`config.mk`:
```
export PLATFORM = sky130hd
export DESIGN_NAME = bau_unit
export DESIGN_NICKNAME = d
export VERILOG_FILES = /design/src/design/bau_pkg.sv /design/src/design/bau_unit.sv /design/src/design/bau_adder.sv
export VERILOG_INCLUDE_DIRS = /design/src /design/src/design
export SDC_FILE = /design/constraint.sdc
export NUM_CORES = 1
export LEC_CHECK = 0
export ABC_AREA = 1
export BUFFER_PORTS_ARGS = -buffer_cell sky130_fd_sc_hd__buf_4
export CORE_MARGIN = 1
export CORE_UTILIZATION = 57
export DETAILED_ROUTE_END_ITERATION = 16
export PLACE_DENSITY = 0.9
export SLEW_MARGIN = 20
export SYNTH_ARGS = -nofsm -noshare
export SYNTH_HDL_FRONTEND = slang
export SYNTH_SLANG_ARGS = --single-unit
```
`constraint.sdc`:
```
create_clock -name i_clk -period 6.4 [get_ports i_clk]
set_clock_uncertainty 0.2 [all_clocks]
set_input_delay 1.28 -clock i_clk [delete_from_list [all_inputs] [get_ports i_clk]]
set_output_delay 1.28 -clock i_clk [all_outputs]
set_load 0.01 [all_outputs]
```
`src/design/bau_consts.svh`:
```
// Purpose: constants for the bcd/binary add-subtract unit
// Assumes: included by bare name
// Notes: flag reset values and widths
`ifndef BAU_CONSTS_SVH
`define BAU_CONSTS_SVH
`define BAU_DATA_W      8
`define BAU_SIGN_BIT    7
`define BAU_NIB_W       4
`define BAU_DIGIT_MAX   4'h9
`define BAU_DIGIT_ADJ   4'h6
`define BAU_RST_ACC     8'h00
`define BAU_RST_CARRY   1'b0
`define BAU_RST_DEC     1'b0
`define BAU_RST_OVF     1'b0
`define BAU_RST_NEG     1'b0
`define BAU_RST_ZERO    1'b1
`define BAU_OP_W        3
`endif

```
`src/design/bau_pkg.sv`:
```
// Purpose: types for the bcd/binary add-subtract unit
// Assumes: bau_consts.svh holds the numbers
// Notes: none
`include "bau_consts.svh"
package bau_pkg;
  // operation requested by the sequencer
  typedef enum logic [`BAU_OP_W-1:0] {
    BAU_OP_NONE,
    BAU_OP_ADD,
    BAU_OP_SUB,
    BAU_OP_SET_CARRY,
    BAU_OP_CLEAR_CARRY,
    BAU_OP_SET_DEC,
    BAU_OP_CLEAR_DEC,
    BAU_OP_LOAD
  } bau_op_type;

  // addressing mode of the operand fetch
  typedef enum logic [2:0] {
    BAU_AM_IMM,
    BAU_AM_ABS,
    BAU_AM_ZP,
    BAU_AM_ABS_X,
    BAU_AM_ABS_Y,
    BAU_AM_ZP_X,
    BAU_AM_IND_X,
    BAU_AM_IND_Y
  } bau_amode_type;

  // processor status bits owned by the unit
  typedef struct packed {
    logic carry;
    logic decimal;
    logic ovf;
    logic neg;
    logic zero;
  } bau_flags_type;

  // result of one byte operation
  typedef struct packed {
    logic [`BAU_DATA_W-1:0] sum;
    logic                   carry;
    logic                   ovf;
  } bau_res_type;

  // whole state of the top module
  typedef struct packed {
    logic [`BAU_DATA_W-1:0] acc;
    bau_flags_type          flags;
    logic                   done;
    logic                   bad_mode;
  } bau_state_type;
endpackage

```
`src/design/bau_unit.sv`:
```
// Purpose: accumulator and flags around the add-subtract adder
// Assumes: sequencer issues one op per strobe; operand valid with it
// Notes: results commit on the strobe's edge, one cycle later visible
`timescale 1ns/1ps
`include "bau_consts.svh"

// Contract
// RULE_01 - decimal mode yields corrected packed bcd sum, no adjust step
// RULE_02 - dedicated decimal flag flop picks binary or decimal adder
// RULE_03 - decimal mode persists until software changes the flag
// RULE_04 - add: accumulator plus operand plus carry into accumulator
// RULE_05 - add carry is ninth bit, set above 255 or 99
// RULE_06 - subtract: accumulator minus operand minus inverted carry
// RULE_07 - borrow is the inverse of the carry flag
// RULE_08 - subtract sets carry when result not negative
// RULE_09 - subtract sets overflow when signed result out of range
// RULE_10 - negative flag copies result bit 7 after subtract
// RULE_11 - zero flag set when subtract result is zero
// RULE_12 - subtract accepts all eight addressing modes
// RULE_13 - subtract feeds complemented operand plus carry to same adder
// RULE_14 - complement and add form one combined operation
// RULE_15 - byte carry kept and used by next higher byte
// RULE_16 - ops exist to set carry, clear carry, set decimal
// RULE_17 - software sets carry before subtract, clears before add
// RULE_18 - decimal subtract gives bcd difference; clear carry is borrow
// RULE_19 - add overflow when sign of result wrong for operands
// RULE_20 - decimal digits corrected by six with digit carry
// RULE_21 - negative and zero follow add result as well
// RULE_22 - all updates of one instruction commit together
module bau_unit
  import bau_pkg::*;
#(
  parameter int DATA_W = `BAU_DATA_W
)
(
  // clock and reset
  input  wire logic              i_clk,
  input  wire logic              i_sys_rst,
  // instruction from sequencer
  input  wire logic              i_op_valid,
  input  bau_op_type             i_op,
  input  bau_amode_type          i_amode,
  input  wire logic [DATA_W-1:0] i_operand,
  // accumulator and flags
  output logic      [DATA_W-1:0] o_acc,
  output bau_flags_type          o_flags,
  output logic                   o_done,
  output logic                   o_bad_mode
);
  // elaboration check; the digit split is fixed at two nibbles
  if (DATA_W != 8)
  begin : g_bad_width
    $error("bau_unit serves only 8-bit data");
  end

  bau_state_type st_q;
  bau_state_type st_d;
  bau_res_type   res;
  logic          is_sub;

  // valid addressing mode check; all eight encodings are legal
  function automatic logic amode_ok(input bau_amode_type m);
    unique case (m)
      BAU_AM_IMM, BAU_AM_ABS, BAU_AM_ZP, BAU_AM_ABS_X,
      BAU_AM_ABS_Y, BAU_AM_ZP_X, BAU_AM_IND_X, BAU_AM_IND_Y: amode_ok = 1'b1;
      default: amode_ok = 1'b0;
    endcase
  endfunction

  // ops that run the adder and rewrite the arithmetic flags
  function automatic logic is_arith(input bau_op_type op);
    return (op == BAU_OP_ADD) || (op == BAU_OP_SUB);
  endfunction

  // both digits of a byte are legal decimal digits
  function automatic logic is_bcd(input logic [7:0] m);
    return (m[7:4] <= `BAU_DIGIT_MAX) && (m[3:0] <= `BAU_DIGIT_MAX);
  endfunction

  // decimal worth of a packed two-digit byte, 0 to 99 when legal
  function automatic logic [7:0] dec_val(input logic [7:0] m);
    return 8'(m[7:4]) * 8'h0a + 8'(m[3:0]);
  endfunction

  assign is_sub = (i_op == BAU_OP_SUB);

  // shared adder; carry flag is the carry-in for both directions
  // RULE_07 carry in, borrow inverted
  bau_adder #(
    .DATA_W (DATA_W)
  ) u_adder (
    .i_a       (st_q.acc),
    .i_m       (i_operand),
    .i_carry   (st_q.flags.carry),
    .i_sub     (is_sub),
    .i_decimal (st_q.flags.decimal),
    .o_res     (res)
  );

  // next state; flags and accumulator change in one edge
  always_comb
  begin
    st_d          = st_q;
    st_d.done     = 1'b0;
    st_d.bad_mode = 1'b0;
    if (i_op_valid)
    begin
      st_d.done = 1'b1;
      unique case (i_op)
        BAU_OP_NONE:
        begin
          st_d.done = 1'b0;
        end
        BAU_OP_ADD, BAU_OP_SUB:
        begin
          // RULE_12 every addressing mode accepted
          if (!amode_ok(i_amode))
            st_d.bad_mode = 1'b1;
          // RULE_04 result to accumulator
          // RULE_06 subtract through same path
          // RULE_01 corrected sum stored directly
          st_d.acc         = res.sum;
          // RULE_08 carry clear means borrow
          // RULE_15 carry kept for next byte
          st_d.flags.carry = res.carry;
          st_d.flags.ovf   = res.ovf;
          // RULE_10 sign from bit 7
          // RULE_21 same on add
          st_d.flags.neg   = res.sum[`BAU_SIGN_BIT];
          // RULE_11 zero detect
          st_d.flags.zero  = (res.sum == '0);
        end
        // RULE_16 carry and decimal control ops
        BAU_OP_SET_CARRY:   st_d.flags.carry   = 1'b1;
        BAU_OP_CLEAR_CARRY: st_d.flags.carry   = 1'b0;
        // RULE_02 decimal flag flop
        BAU_OP_SET_DEC:     st_d.flags.decimal = 1'b1;
        BAU_OP_CLEAR_DEC:   st_d.flags.decimal = 1'b0;
        BAU_OP_LOAD:
        begin
          // accumulator load so a byte chain can be started
          st_d.acc        = i_operand;
          st_d.flags.neg  = i_operand[`BAU_SIGN_BIT];
          st_d.flags.zero = (i_operand == '0);
        end
        default:
        begin
          st_d.done = 1'b0;
        end
      endcase
    end
  end

  // single state register
  // RULE_22 one commit edge
  // RULE_03 decimal only changes by its own ops
  always_ff @(posedge i_clk)
  begin
    if (i_sys_rst)
    begin
      st_q.acc           <= `BAU_RST_ACC;
      st_q.flags.carry   <= `BAU_RST_CARRY;
      st_q.flags.decimal <= `BAU_RST_DEC;
      st_q.flags.ovf     <= `BAU_RST_OVF;
      st_q.flags.neg     <= `BAU_RST_NEG;
      st_q.flags.zero    <= `BAU_RST_ZERO;
      st_q.done          <= 1'b0;
      st_q.bad_mode      <= 1'b0;
    end
    else
      st_q <= st_d;
  end

  // outputs straight from the state flops
  assign o_acc      = st_q.acc;
  assign o_flags    = st_q.flags;
  assign o_done     = st_q.done;
  assign o_bad_mode = st_q.bad_mode;

  // checks
  AST_ADD_BIN: assert property (@(posedge i_clk) disable iff (i_sys_rst) // RULE_04
    (i_op_valid && i_op == BAU_OP_ADD && !o_flags.decimal) |=>
      ({o_flags.carry, o_acc} == 9'($past(o_acc)) + 9'($past(i_operand)) + 9'($past(o_flags.carry))))
    else $error("binary add result wrong");
  AST_SUB_BIN: assert property (@(posedge i_clk) disable iff (i_sys_rst) // RULE_06
    (i_op_valid && i_op == BAU_OP_SUB && !o_flags.decimal) |=>
      (o_acc == 8'($past(o_acc) - $past(i_operand) - 8'(!$past(o_flags.carry)))))
    else $error("binary subtract result wrong");
  AST_SUB_CARRY: assert property (@(posedge i_clk) disable iff (i_sys_rst) // RULE_08
    (i_op_valid && i_op == BAU_OP_SUB && !o_flags.decimal) |=>
      (o_flags.carry == ({1'b0, $past(o_acc)} >= {1'b0, $past(i_operand)} + 9'(!$past(o_flags.carry)))))
    else $error("subtract carry wrong");
  AST_NEG_FLAG: assert property (@(posedge i_clk) disable iff (i_sys_rst) // RULE_10
    $past(i_op_valid && (i_op == BAU_OP_ADD || i_op == BAU_OP_SUB)) |-> (o_flags.neg == o_acc[7]))
    else $error("negative flag does not follow bit 7");
  AST_ZERO_FLAG: assert property (@(posedge i_clk) disable iff (i_sys_rst) // RULE_11
    $past(i_op_valid && (i_op == BAU_OP_ADD || i_op == BAU_OP_SUB)) |-> (o_flags.zero == (o_acc == 8'h00)))
    else $error("zero flag wrong");
  AST_DEC_HOLD: assert property (@(posedge i_clk) disable iff (i_sys_rst) // RULE_03
    (!i_sys_rst && !(i_op_valid && (i_op == BAU_OP_SET_DEC || i_op == BAU_OP_CLEAR_DEC))) |=>
      $stable(o_flags.decimal))
    else $error("decimal flag changed without its op");
  AST_SET_CARRY: assert property (@(posedge i_clk) disable iff (i_sys_rst) // RULE_16
    (i_op_valid && i_op == BAU_OP_SET_CARRY) |=> o_flags.carry && $stable(o_acc))
    else $error("set carry op failed");
  AST_DEC_ADD: assert property (@(posedge i_clk) disable iff (i_sys_rst) // RULE_01
    (i_op_valid && i_op == BAU_OP_ADD && o_flags.decimal && o_acc == 8'h79 && i_operand == 8'h14
      && !o_flags.carry) |=> (o_acc == 8'h93) && !o_flags.carry)
    else $error("decimal add not corrected");
  AST_DEC_SUB: assert property (@(posedge i_clk) disable iff (i_sys_rst) // RULE_18
    (i_op_valid && i_op == BAU_OP_SUB && o_flags.decimal && o_acc == 8'h44 && i_operand == 8'h29
      && o_flags.carry) |=> (o_acc == 8'h15) && o_flags.carry)
    else $error("decimal subtract not corrected");
  AST_OVF_SUB: assert property (@(posedge i_clk) disable iff (i_sys_rst) // RULE_09
    (i_op_valid && i_op == BAU_OP_SUB && !o_flags.decimal && o_flags.carry && o_acc == 8'h80
      && i_operand == 8'h01) |=> o_flags.ovf ##1 1'b1)
    else $error("subtract overflow missed");
  AST_DONE: assert property (@(posedge i_clk) disable iff (i_sys_rst) // RULE_22
    o_done |-> $past(i_op_valid) && $past(i_op) != BAU_OP_NONE)
    else $error("done without an op");

  // RULE_02 reset leaves binary mode
  AST_RESET_VAL: assert property (@(posedge i_clk) disable iff (i_sys_rst) // RULE_02
    $past(i_sys_rst) |->
      (o_acc == `BAU_RST_ACC) && (o_flags.carry == `BAU_RST_CARRY) && (o_flags.decimal == `BAU_RST_DEC)
      && (o_flags.ovf == `BAU_RST_OVF) && (o_flags.neg == `BAU_RST_NEG) && (o_flags.zero == `BAU_RST_ZERO))
    else $error("state after reset wrong");

  // RULE_02 decimal flag cleared by its op
  AST_CLR_DEC: assert property (@(posedge i_clk) disable iff (i_sys_rst) // RULE_02
    (i_op_valid && i_op == BAU_OP_CLEAR_DEC) |=> !o_flags.decimal && $stable(o_acc))
    else $error("clear decimal op failed");

  // RULE_16 decimal mode set op
  AST_SET_DEC: assert property (@(posedge i_clk) disable iff (i_sys_rst) // RULE_16
    (i_op_valid && i_op == BAU_OP_SET_DEC) |=> o_flags.decimal && $stable(o_flags.carry))
    else $error("set decimal op failed");

  // RULE_16 clear carry op
  AST_CLR_CARRY: assert property (@(posedge i_clk) disable iff (i_sys_rst) // RULE_16
    (i_op_valid && i_op == BAU_OP_CLEAR_CARRY) |=> !o_flags.carry && $stable(o_acc))
    else $error("clear carry op failed");

  // RULE_05 decimal carry above 99
  AST_DEC_CARRY: assert property (@(posedge i_clk) disable iff (i_sys_rst) // RULE_05
    (i_op_valid && i_op == BAU_OP_ADD && o_flags.decimal && o_acc == 8'h99 && i_operand == 8'h01
      && !o_flags.carry) |=> (o_acc == 8'h00) && o_flags.carry)
    else $error("decimal carry above 99 missed");

  // RULE_07 cleared carry borrows one
  AST_BORROW: assert property (@(posedge i_clk) disable iff (i_sys_rst) // RULE_07
    (i_op_valid && i_op == BAU_OP_SUB && !o_flags.decimal && !o_flags.carry && o_acc == 8'h05
      && i_operand == 8'h03) |=> (o_acc == 8'h01) && o_flags.carry)
    else $error("borrow not taken from carry");

  // RULE_19 add overflow from operand signs
  AST_ADD_OVF: assert property (@(posedge i_clk) disable iff (i_sys_rst) // RULE_19
    (i_op_valid && i_op == BAU_OP_ADD && !o_flags.decimal) |=>
      (o_flags.ovf == (($past(o_acc[7]) == $past(i_operand[7])) && (o_acc[7] != $past(o_acc[7])))))
    else $error("add overflow wrong");

  // RULE_09 subtract overflow from operand signs
  AST_SUB_OVF_ALL: assert property (@(posedge i_clk) disable iff (i_sys_rst) // RULE_09
    (i_op_valid && i_op == BAU_OP_SUB && !o_flags.decimal) |=>
      (o_flags.ovf == (($past(o_acc[7]) != $past(i_operand[7])) && (o_acc[7] != $past(o_acc[7])))))
    else $error("subtract overflow wrong");

  // RULE_13 complemented operand into adder
  AST_COMPLEMENT: assert property (@(posedge i_clk) disable iff (i_sys_rst) // RULE_13
    (i_op_valid && i_op == BAU_OP_SUB && !o_flags.decimal) |->
      (res.sum == 8'(o_acc + ~i_operand + 8'(o_flags.carry))))
    else $error("subtract not done by complement");

  // RULE_14 one pass, result in the same cycle
  AST_ONE_PASS: assert property (@(posedge i_clk) disable iff (i_sys_rst) // RULE_14
    (i_op_valid && i_op == BAU_OP_ADD && !o_flags.decimal) |->
      ({res.carry, res.sum} == 9'(o_acc) + 9'(i_operand) + 9'(o_flags.carry)))
    else $error("adder result not ready in one pass");

  // RULE_20 decimal add worth and digits
  AST_DEC_ADD_VAL: assert property (@(posedge i_clk) disable iff (i_sys_rst) // RULE_20
    (i_op_valid && i_op == BAU_OP_ADD && o_flags.decimal && is_bcd(o_acc) && is_bcd(i_operand)) |=>
      (is_bcd(o_acc) && (9'(dec_val(o_acc)) + (o_flags.carry ? 9'h064 : 9'h000) ==
        9'(dec_val($past(o_acc))) + 9'(dec_val($past(i_operand))) + 9'($past(o_flags.carry)))))
    else $error("decimal add digits not corrected");

  // RULE_18 decimal subtract worth and borrow
  AST_DEC_SUB_VAL: assert property (@(posedge i_clk) disable iff (i_sys_rst) // RULE_18
    (i_op_valid && i_op == BAU_OP_SUB && o_flags.decimal && is_bcd(o_acc) && is_bcd(i_operand)) |=>
      (is_bcd(o_acc)
        && (o_flags.carry == (9'(dec_val($past(o_acc))) >=
          9'(dec_val($past(i_operand))) + 9'(!$past(o_flags.carry))))
        && (9'(dec_val(o_acc)) == (o_flags.carry ? 9'h000 : 9'h064) + 9'(dec_val($past(o_acc)))
          - 9'(dec_val($past(i_operand))) - 9'(!$past(o_flags.carry)))))
    else $error("decimal subtract digits not corrected");

  // RULE_15 load keeps carry for next byte
  AST_LOAD: assert property (@(posedge i_clk) disable iff (i_sys_rst) // RULE_15
    (i_op_valid && i_op == BAU_OP_LOAD) |=> (o_acc == $past(i_operand)) && $stable(o_flags.carry))
    else $error("load disturbed carry or missed");

  // RULE_15 carry kept between byte ops
  AST_CARRY_HOLD: assert property (@(posedge i_clk) disable iff (i_sys_rst) // RULE_15
    (!i_sys_rst && !(i_op_valid && (is_arith(i_op) || i_op == BAU_OP_SET_CARRY
      || i_op == BAU_OP_CLEAR_CARRY))) |=> $stable(o_flags.carry))
    else $error("carry changed without an op");

  // RULE_22 accumulator only moves with an op
  AST_ACC_HOLD: assert property (@(posedge i_clk) disable iff (i_sys_rst) // RULE_22
    (!i_sys_rst && !(i_op_valid && (is_arith(i_op) || i_op == BAU_OP_LOAD))) |=> $stable(o_acc))
    else $error("accumulator changed without an op");

  // RULE_22 overflow only moves with arithmetic
  AST_OVF_HOLD: assert property (@(posedge i_clk) disable iff (i_sys_rst) // RULE_22
    (!i_sys_rst && !(i_op_valid && is_arith(i_op))) |=> $stable(o_flags.ovf))
    else $error("overflow changed without arithmetic");

  // RULE_22 done after every taken op
  AST_DONE_PULSE: assert property (@(posedge i_clk) disable iff (i_sys_rst) // RULE_22
    (i_op_valid && i_op != BAU_OP_NONE) |=> o_done)
    else $error("done missing after an op");

  // RULE_22 done lasts one cycle
  AST_DONE_ONE: assert property (@(posedge i_clk) disable iff (i_sys_rst) // RULE_22
    (!i_sys_rst && !i_op_valid) |=> !o_done)
    else $error("done stands too long");

  // RULE_12 no addressing mode refused
  AST_SUB_MODE: assert property (@(posedge i_clk) disable iff (i_sys_rst) // RULE_12
    (i_op_valid && i_op == BAU_OP_SUB) |=> !o_bad_mode)
    else $error("legal addressing mode refused");
endmodule // bau_unit

```
`src/design/bau_adder.sv`:
```
// Purpose: single-pass byte adder with optional bcd correction
// Assumes: operands are valid packed bcd in decimal mode
// Notes: purely combinational
`timescale 1ns/1ps
`include "bau_consts.svh"
module bau_adder
  import bau_pkg::*;
#(
  parameter int DATA_W = `BAU_DATA_W
)
(
  // operands
  input  wire logic [DATA_W-1:0] i_a,
  input  wire logic [DATA_W-1:0] i_m,
  input  wire logic              i_carry,
  // mode
  input  wire logic              i_sub,
  input  wire logic              i_decimal,
  // result
  output bau_res_type            o_res
);
  // elaboration check; the digit split is fixed at two nibbles
  if (DATA_W != 8)
  begin : g_bad_width
    $error("bau_adder serves only 8-bit data");
  end

  // one nibble of the binary add
  function automatic logic [4:0] nib_add(input logic [3:0] a, input logic [3:0] b, input logic c);
    nib_add = {1'b0, a} + {1'b0, b} + {4'h0, c};
  endfunction

  logic [DATA_W-1:0] opnd;
  logic [4:0]        lo_bin;
  logic [4:0]        hi_bin;
  logic [DATA_W:0]   bin_sum;
  logic [3:0]        lo_d;
  logic [3:0]        hi_d;
  logic              lo_c;
  logic              hi_c;
  logic [4:0]        hi_dec;
  logic              ovf;

  // complement and add happen in the same pass
  // RULE_13 complemented operand, shared adder
  assign opnd = i_sub ? ~i_m : i_m;
  // RULE_14 one combined pass
  assign lo_bin  = nib_add(i_a[3:0], opnd[3:0], i_carry);
  assign hi_bin  = nib_add(i_a[7:4], opnd[7:4], lo_bin[4]);
  assign bin_sum = {hi_bin, lo_bin[3:0]};

  // digit correction; add path propagates the adjusted digit carry
  // RULE_20 add or subtract six per digit
  always_comb
  begin
    lo_d   = lo_bin[3:0];
    lo_c   = lo_bin[4];
    hi_dec = 5'h00;
    hi_d   = hi_bin[3:0];
    hi_c   = hi_bin[4];
    if (i_decimal && !i_sub)
    begin
      if (lo_bin > {1'b0, `BAU_DIGIT_MAX})
      begin
        lo_d = lo_bin[3:0] + `BAU_DIGIT_ADJ;
        lo_c = 1'b1;
      end
      hi_dec = nib_add(i_a[7:4], opnd[7:4], lo_c);
      hi_d   = hi_dec[3:0];
      hi_c   = hi_dec[4];
      if (hi_dec > {1'b0, `BAU_DIGIT_MAX})
      begin
        hi_d = hi_dec[3:0] + `BAU_DIGIT_ADJ;
        hi_c = 1'b1;
      end
    end
    else if (i_decimal && i_sub)
    begin
      // RULE_18 decimal borrow correction
      if (!lo_bin[4])
        lo_d = lo_bin[3:0] - `BAU_DIGIT_ADJ;
      if (!hi_bin[4])
        hi_d = hi_bin[3:0] - `BAU_DIGIT_ADJ;
    end
  end

  // overflow from sign of binary result versus operand signs
  // RULE_19 signed overflow
  // RULE_09 overflow on subtract too
  assign ovf   = (i_a[7] == opnd[7]) && (bin_sum[7] != i_a[7]);
  // one driver for the whole result struct
  // RULE_05 carry as ninth bit
  assign o_res = '{sum: {hi_d, lo_d}, carry: hi_c, ovf: ovf};
endmodule // bau_adder

```
==> flow_metrics.env <==
export IMPL_dp_hpwl_mm=3.44
export IMPL_cts_sinks=13
export IMPL_areaGrowthSynthToFinish_pct=12.8
export IMPL_dpl_worst_slack_ns=0.571
export IMPL_die_height_um=58.6
export IMPL_met2_usage=0.437
export IMPL_globalRouteOverflowTotal=0
export IMPL_grt_max_degree=16
export IMPL_final_area_mm2=0.00206
export IMPL_fin_crit_sh=0.869
export IMPL_ys_warn_count=0
export IMPL_dr_pass1_iters=4
export IMPL_synth_edf_count=0
export IMPL_setup_ws_ns=0.841
export IMPL_crit_type="in2reg"
export IMPL_setup_viol=0
export IMPL_worst_slew_pin_slew_ns=0.745
export IMPL_numCtsBuffers=3
export IMPL_cts_tree="built"
export IMPL_nNetsFinal=337
export IMPL_met3_usage=0.0462
export IMPL_powerDensity_mw_per_mm2=197
export IMPL_drc_errors=0
export IMPL_hold_violations=0
export IMPL_ctsLongestPathBuffers=2
export IMPL_cpPeakStageDelay_ns=0.47
export IMPL_fillers=295
export IMPL_leakage_uw=0.00110
export IMPL_crit_required_ns=6.43
export IMPL_coreArea_mm2=0.00305
export IMPL_status="completed"
export IMPL_yosysTopAreaCell="dfxtp_1"
export IMPL_gp_congestion=0.877
export IMPL_chipWidth_um=58.6
export IMPL_initial_utilization=0.598
export IMPL_async_reset_ff_frac=0
export IMPL_synthCells=276
export IMPL_die_area_mm2=0.00343
export IMPL_cts_hold_buf=0
export IMPL_cts_setup_buffers=0
export IMPL_synth_ff_type="dfxtp_1"
export IMPL_cap_violations=0
export IMPL_critPathMaxFanout=5
export IMPL_ant_nets=0
export IMPL_netlist_area_mm2=0.00182
export IMPL_hp_class="reg2reg"
export IMPL_viasPerCell=5.35
export IMPL_grt_pass1_vias=1624
export IMPL_period_minus_slack_ns=5.56
export IMPL_io_buffers=27
export IMPL_syn_nets=312
export IMPL_most_common_layout_cells="56 x nand2_1, 46 x inv_1, 28 x buf_4"
export IMPL_num_rows=20
export IMPL_crit_top_cell="nand2_1"
export IMPL_final_common_cell="nand2_1"
export IMPL_grt_busiest_layer="met2"
export IMPL_met1_usage=0.336
export IMPL_rsz0062_at_grt="no"
export IMPL_post_dp_cell_area_mm2=0.00203
export IMPL_startpoint_type="input pin"
export IMPL_root_buffer="clkbuf_4"
export IMPL_end_kind="register"
export IMPL_syn_area_per_cell_um2=6.61
export IMPL_drtIter0Drc=87
export IMPL_synth_top_area_share=0.143
export IMPL_grt_pass1_wl_mm=6.80
export IMPL_fin_total_pwr_uw=405
export IMPL_insertion_delay_ns=0.28
export IMPL_vias=1839
export IMPL_wirelength_mm=4.15
export IMPL_tns_ns=0
export IMPL_seq_area_frac_synth=0.143
export IMPL_grt_use_total=0.254
export IMPL_max_freq_mhz=180
export IMPL_cts_resized=0
export IMPL_synth_cell_types=37
export IMPL_drive_above_1_share=0.217
export IMPL_synth_area_leaders="dfxtp_1 14%, nand2_1 12%, ha_1 11%, inv_1 9.5%, nand3_1 6.0%"
export IMPL_clk_pin_slew_ns=0.08
export IMPL_synth_seq_cells=13
export IMPL_slew_violations=0
export IMPL_cts_max_level=1
export IMPL_io_pins=32
export IMPL_max_slew_margin=0.501
export IMPL_arrival_ns=5.59
export IMPL_n_antenna_cell=0
export IMPL_antenna_found_initial=0
export IMPL_wl_per_cell_um=12.0
export IMPL_vdd_drop_max_mv=0.168
export IMPL_crit_slowest_cell="fa_1"
## cell type report
type,count,area [um2],share of cell area
clock buffers,3,22.5,0.0109
inverters,50,190,0.0925
multi-input cells,205,1310,0.639
repair buffers,28,210,0.102
clock inverters,1,5.00,0.00243
well taps,44,55.1,0.0268
flip-flops and latches,13,260,0.127
## final timing paths
kind	depth (start not counted)	from	slack (ns)	to
min reg2reg	2	o_acc[3]	0.30	o_acc[3]
max	32	i_op[0]	0.84	o_flags[0]
max reg2reg	29	o_acc[0]	1.93	o_flags[0]
min	2	o_acc[3]	0.30	o_acc[3]
## power breakdown
part | leakage (uW) | switching (uW) | internal (uW)
Clock | 0.0000177 | 27.7 | 23.2
Combinational | 0.000971 | 158 | 104
Sequential | 0.000107 | 5.44 | 86.9
## layer usage
metal  wire, um  up-vias
met3        159       10
met1       1880      848
met2       2020       48
li1           -      933
met4         85        0
met5          0        -
## sequential cells by signal, summed over array words and instances, names as in the netlist
signal / flops
o_acc: 8
o_flags: 4
o_done: 1
## synth_stat cells (2+ instances only)
cell / count
nand2_1: 56
inv_1: 46
nand3_1: 22
ha_1: 16
nor2_1: 16
a21oi_1: 15
dfxtp_1: 13
o21ai_0: 13
nand2_2: 11
xor2_1: 11
nand3_2: 6
nand4_1: 6
buf_4: 5
nand2_4: 5
nor3_1: 4
fa_1: 3
inv_2: 3
nand3b_1: 3
o211ai_1: 3
o21bai_1: 2
## metrics by stage
stage	util	hold WS, ns	std cells
after floorplan	-	0.304	276
after detailed placement	0.665	0.289	340
final	0.674	0.302	344
after CTS	0.674	0.302	344
after global placement	0.665	0.281	340
after global routing	0.674	0.327	344
## critical path: cells and delay by family
kind | cells | cell delay (ns)
buf+inv | 5 | 0.39
simple gates | 17 | 1.52
fa+ha+maj | 6 | 1.73
xor+xnor | 2 | 0.42
compound gates | 2 | 0.22
## cell families (layout without fill, tap and decap cells)
kind of cell | after synthesis | after routing | synth area share
and+or+nand+nor | 134 | 134 | 0.390
buffers and inverters | 58 | 82 | 0.137
AOI/OAI and AO/OA | 38 | 38 | 0.119
adders and majority gates | 19 | 19 | 0.143
xor gates and xnor gates | 13 | 13 | 0.0665
DFF | 13 | 13 | 0.143
other | 1 | 1 | 0.00206
No activity file was read; power rests on OpenSTA's default activity.
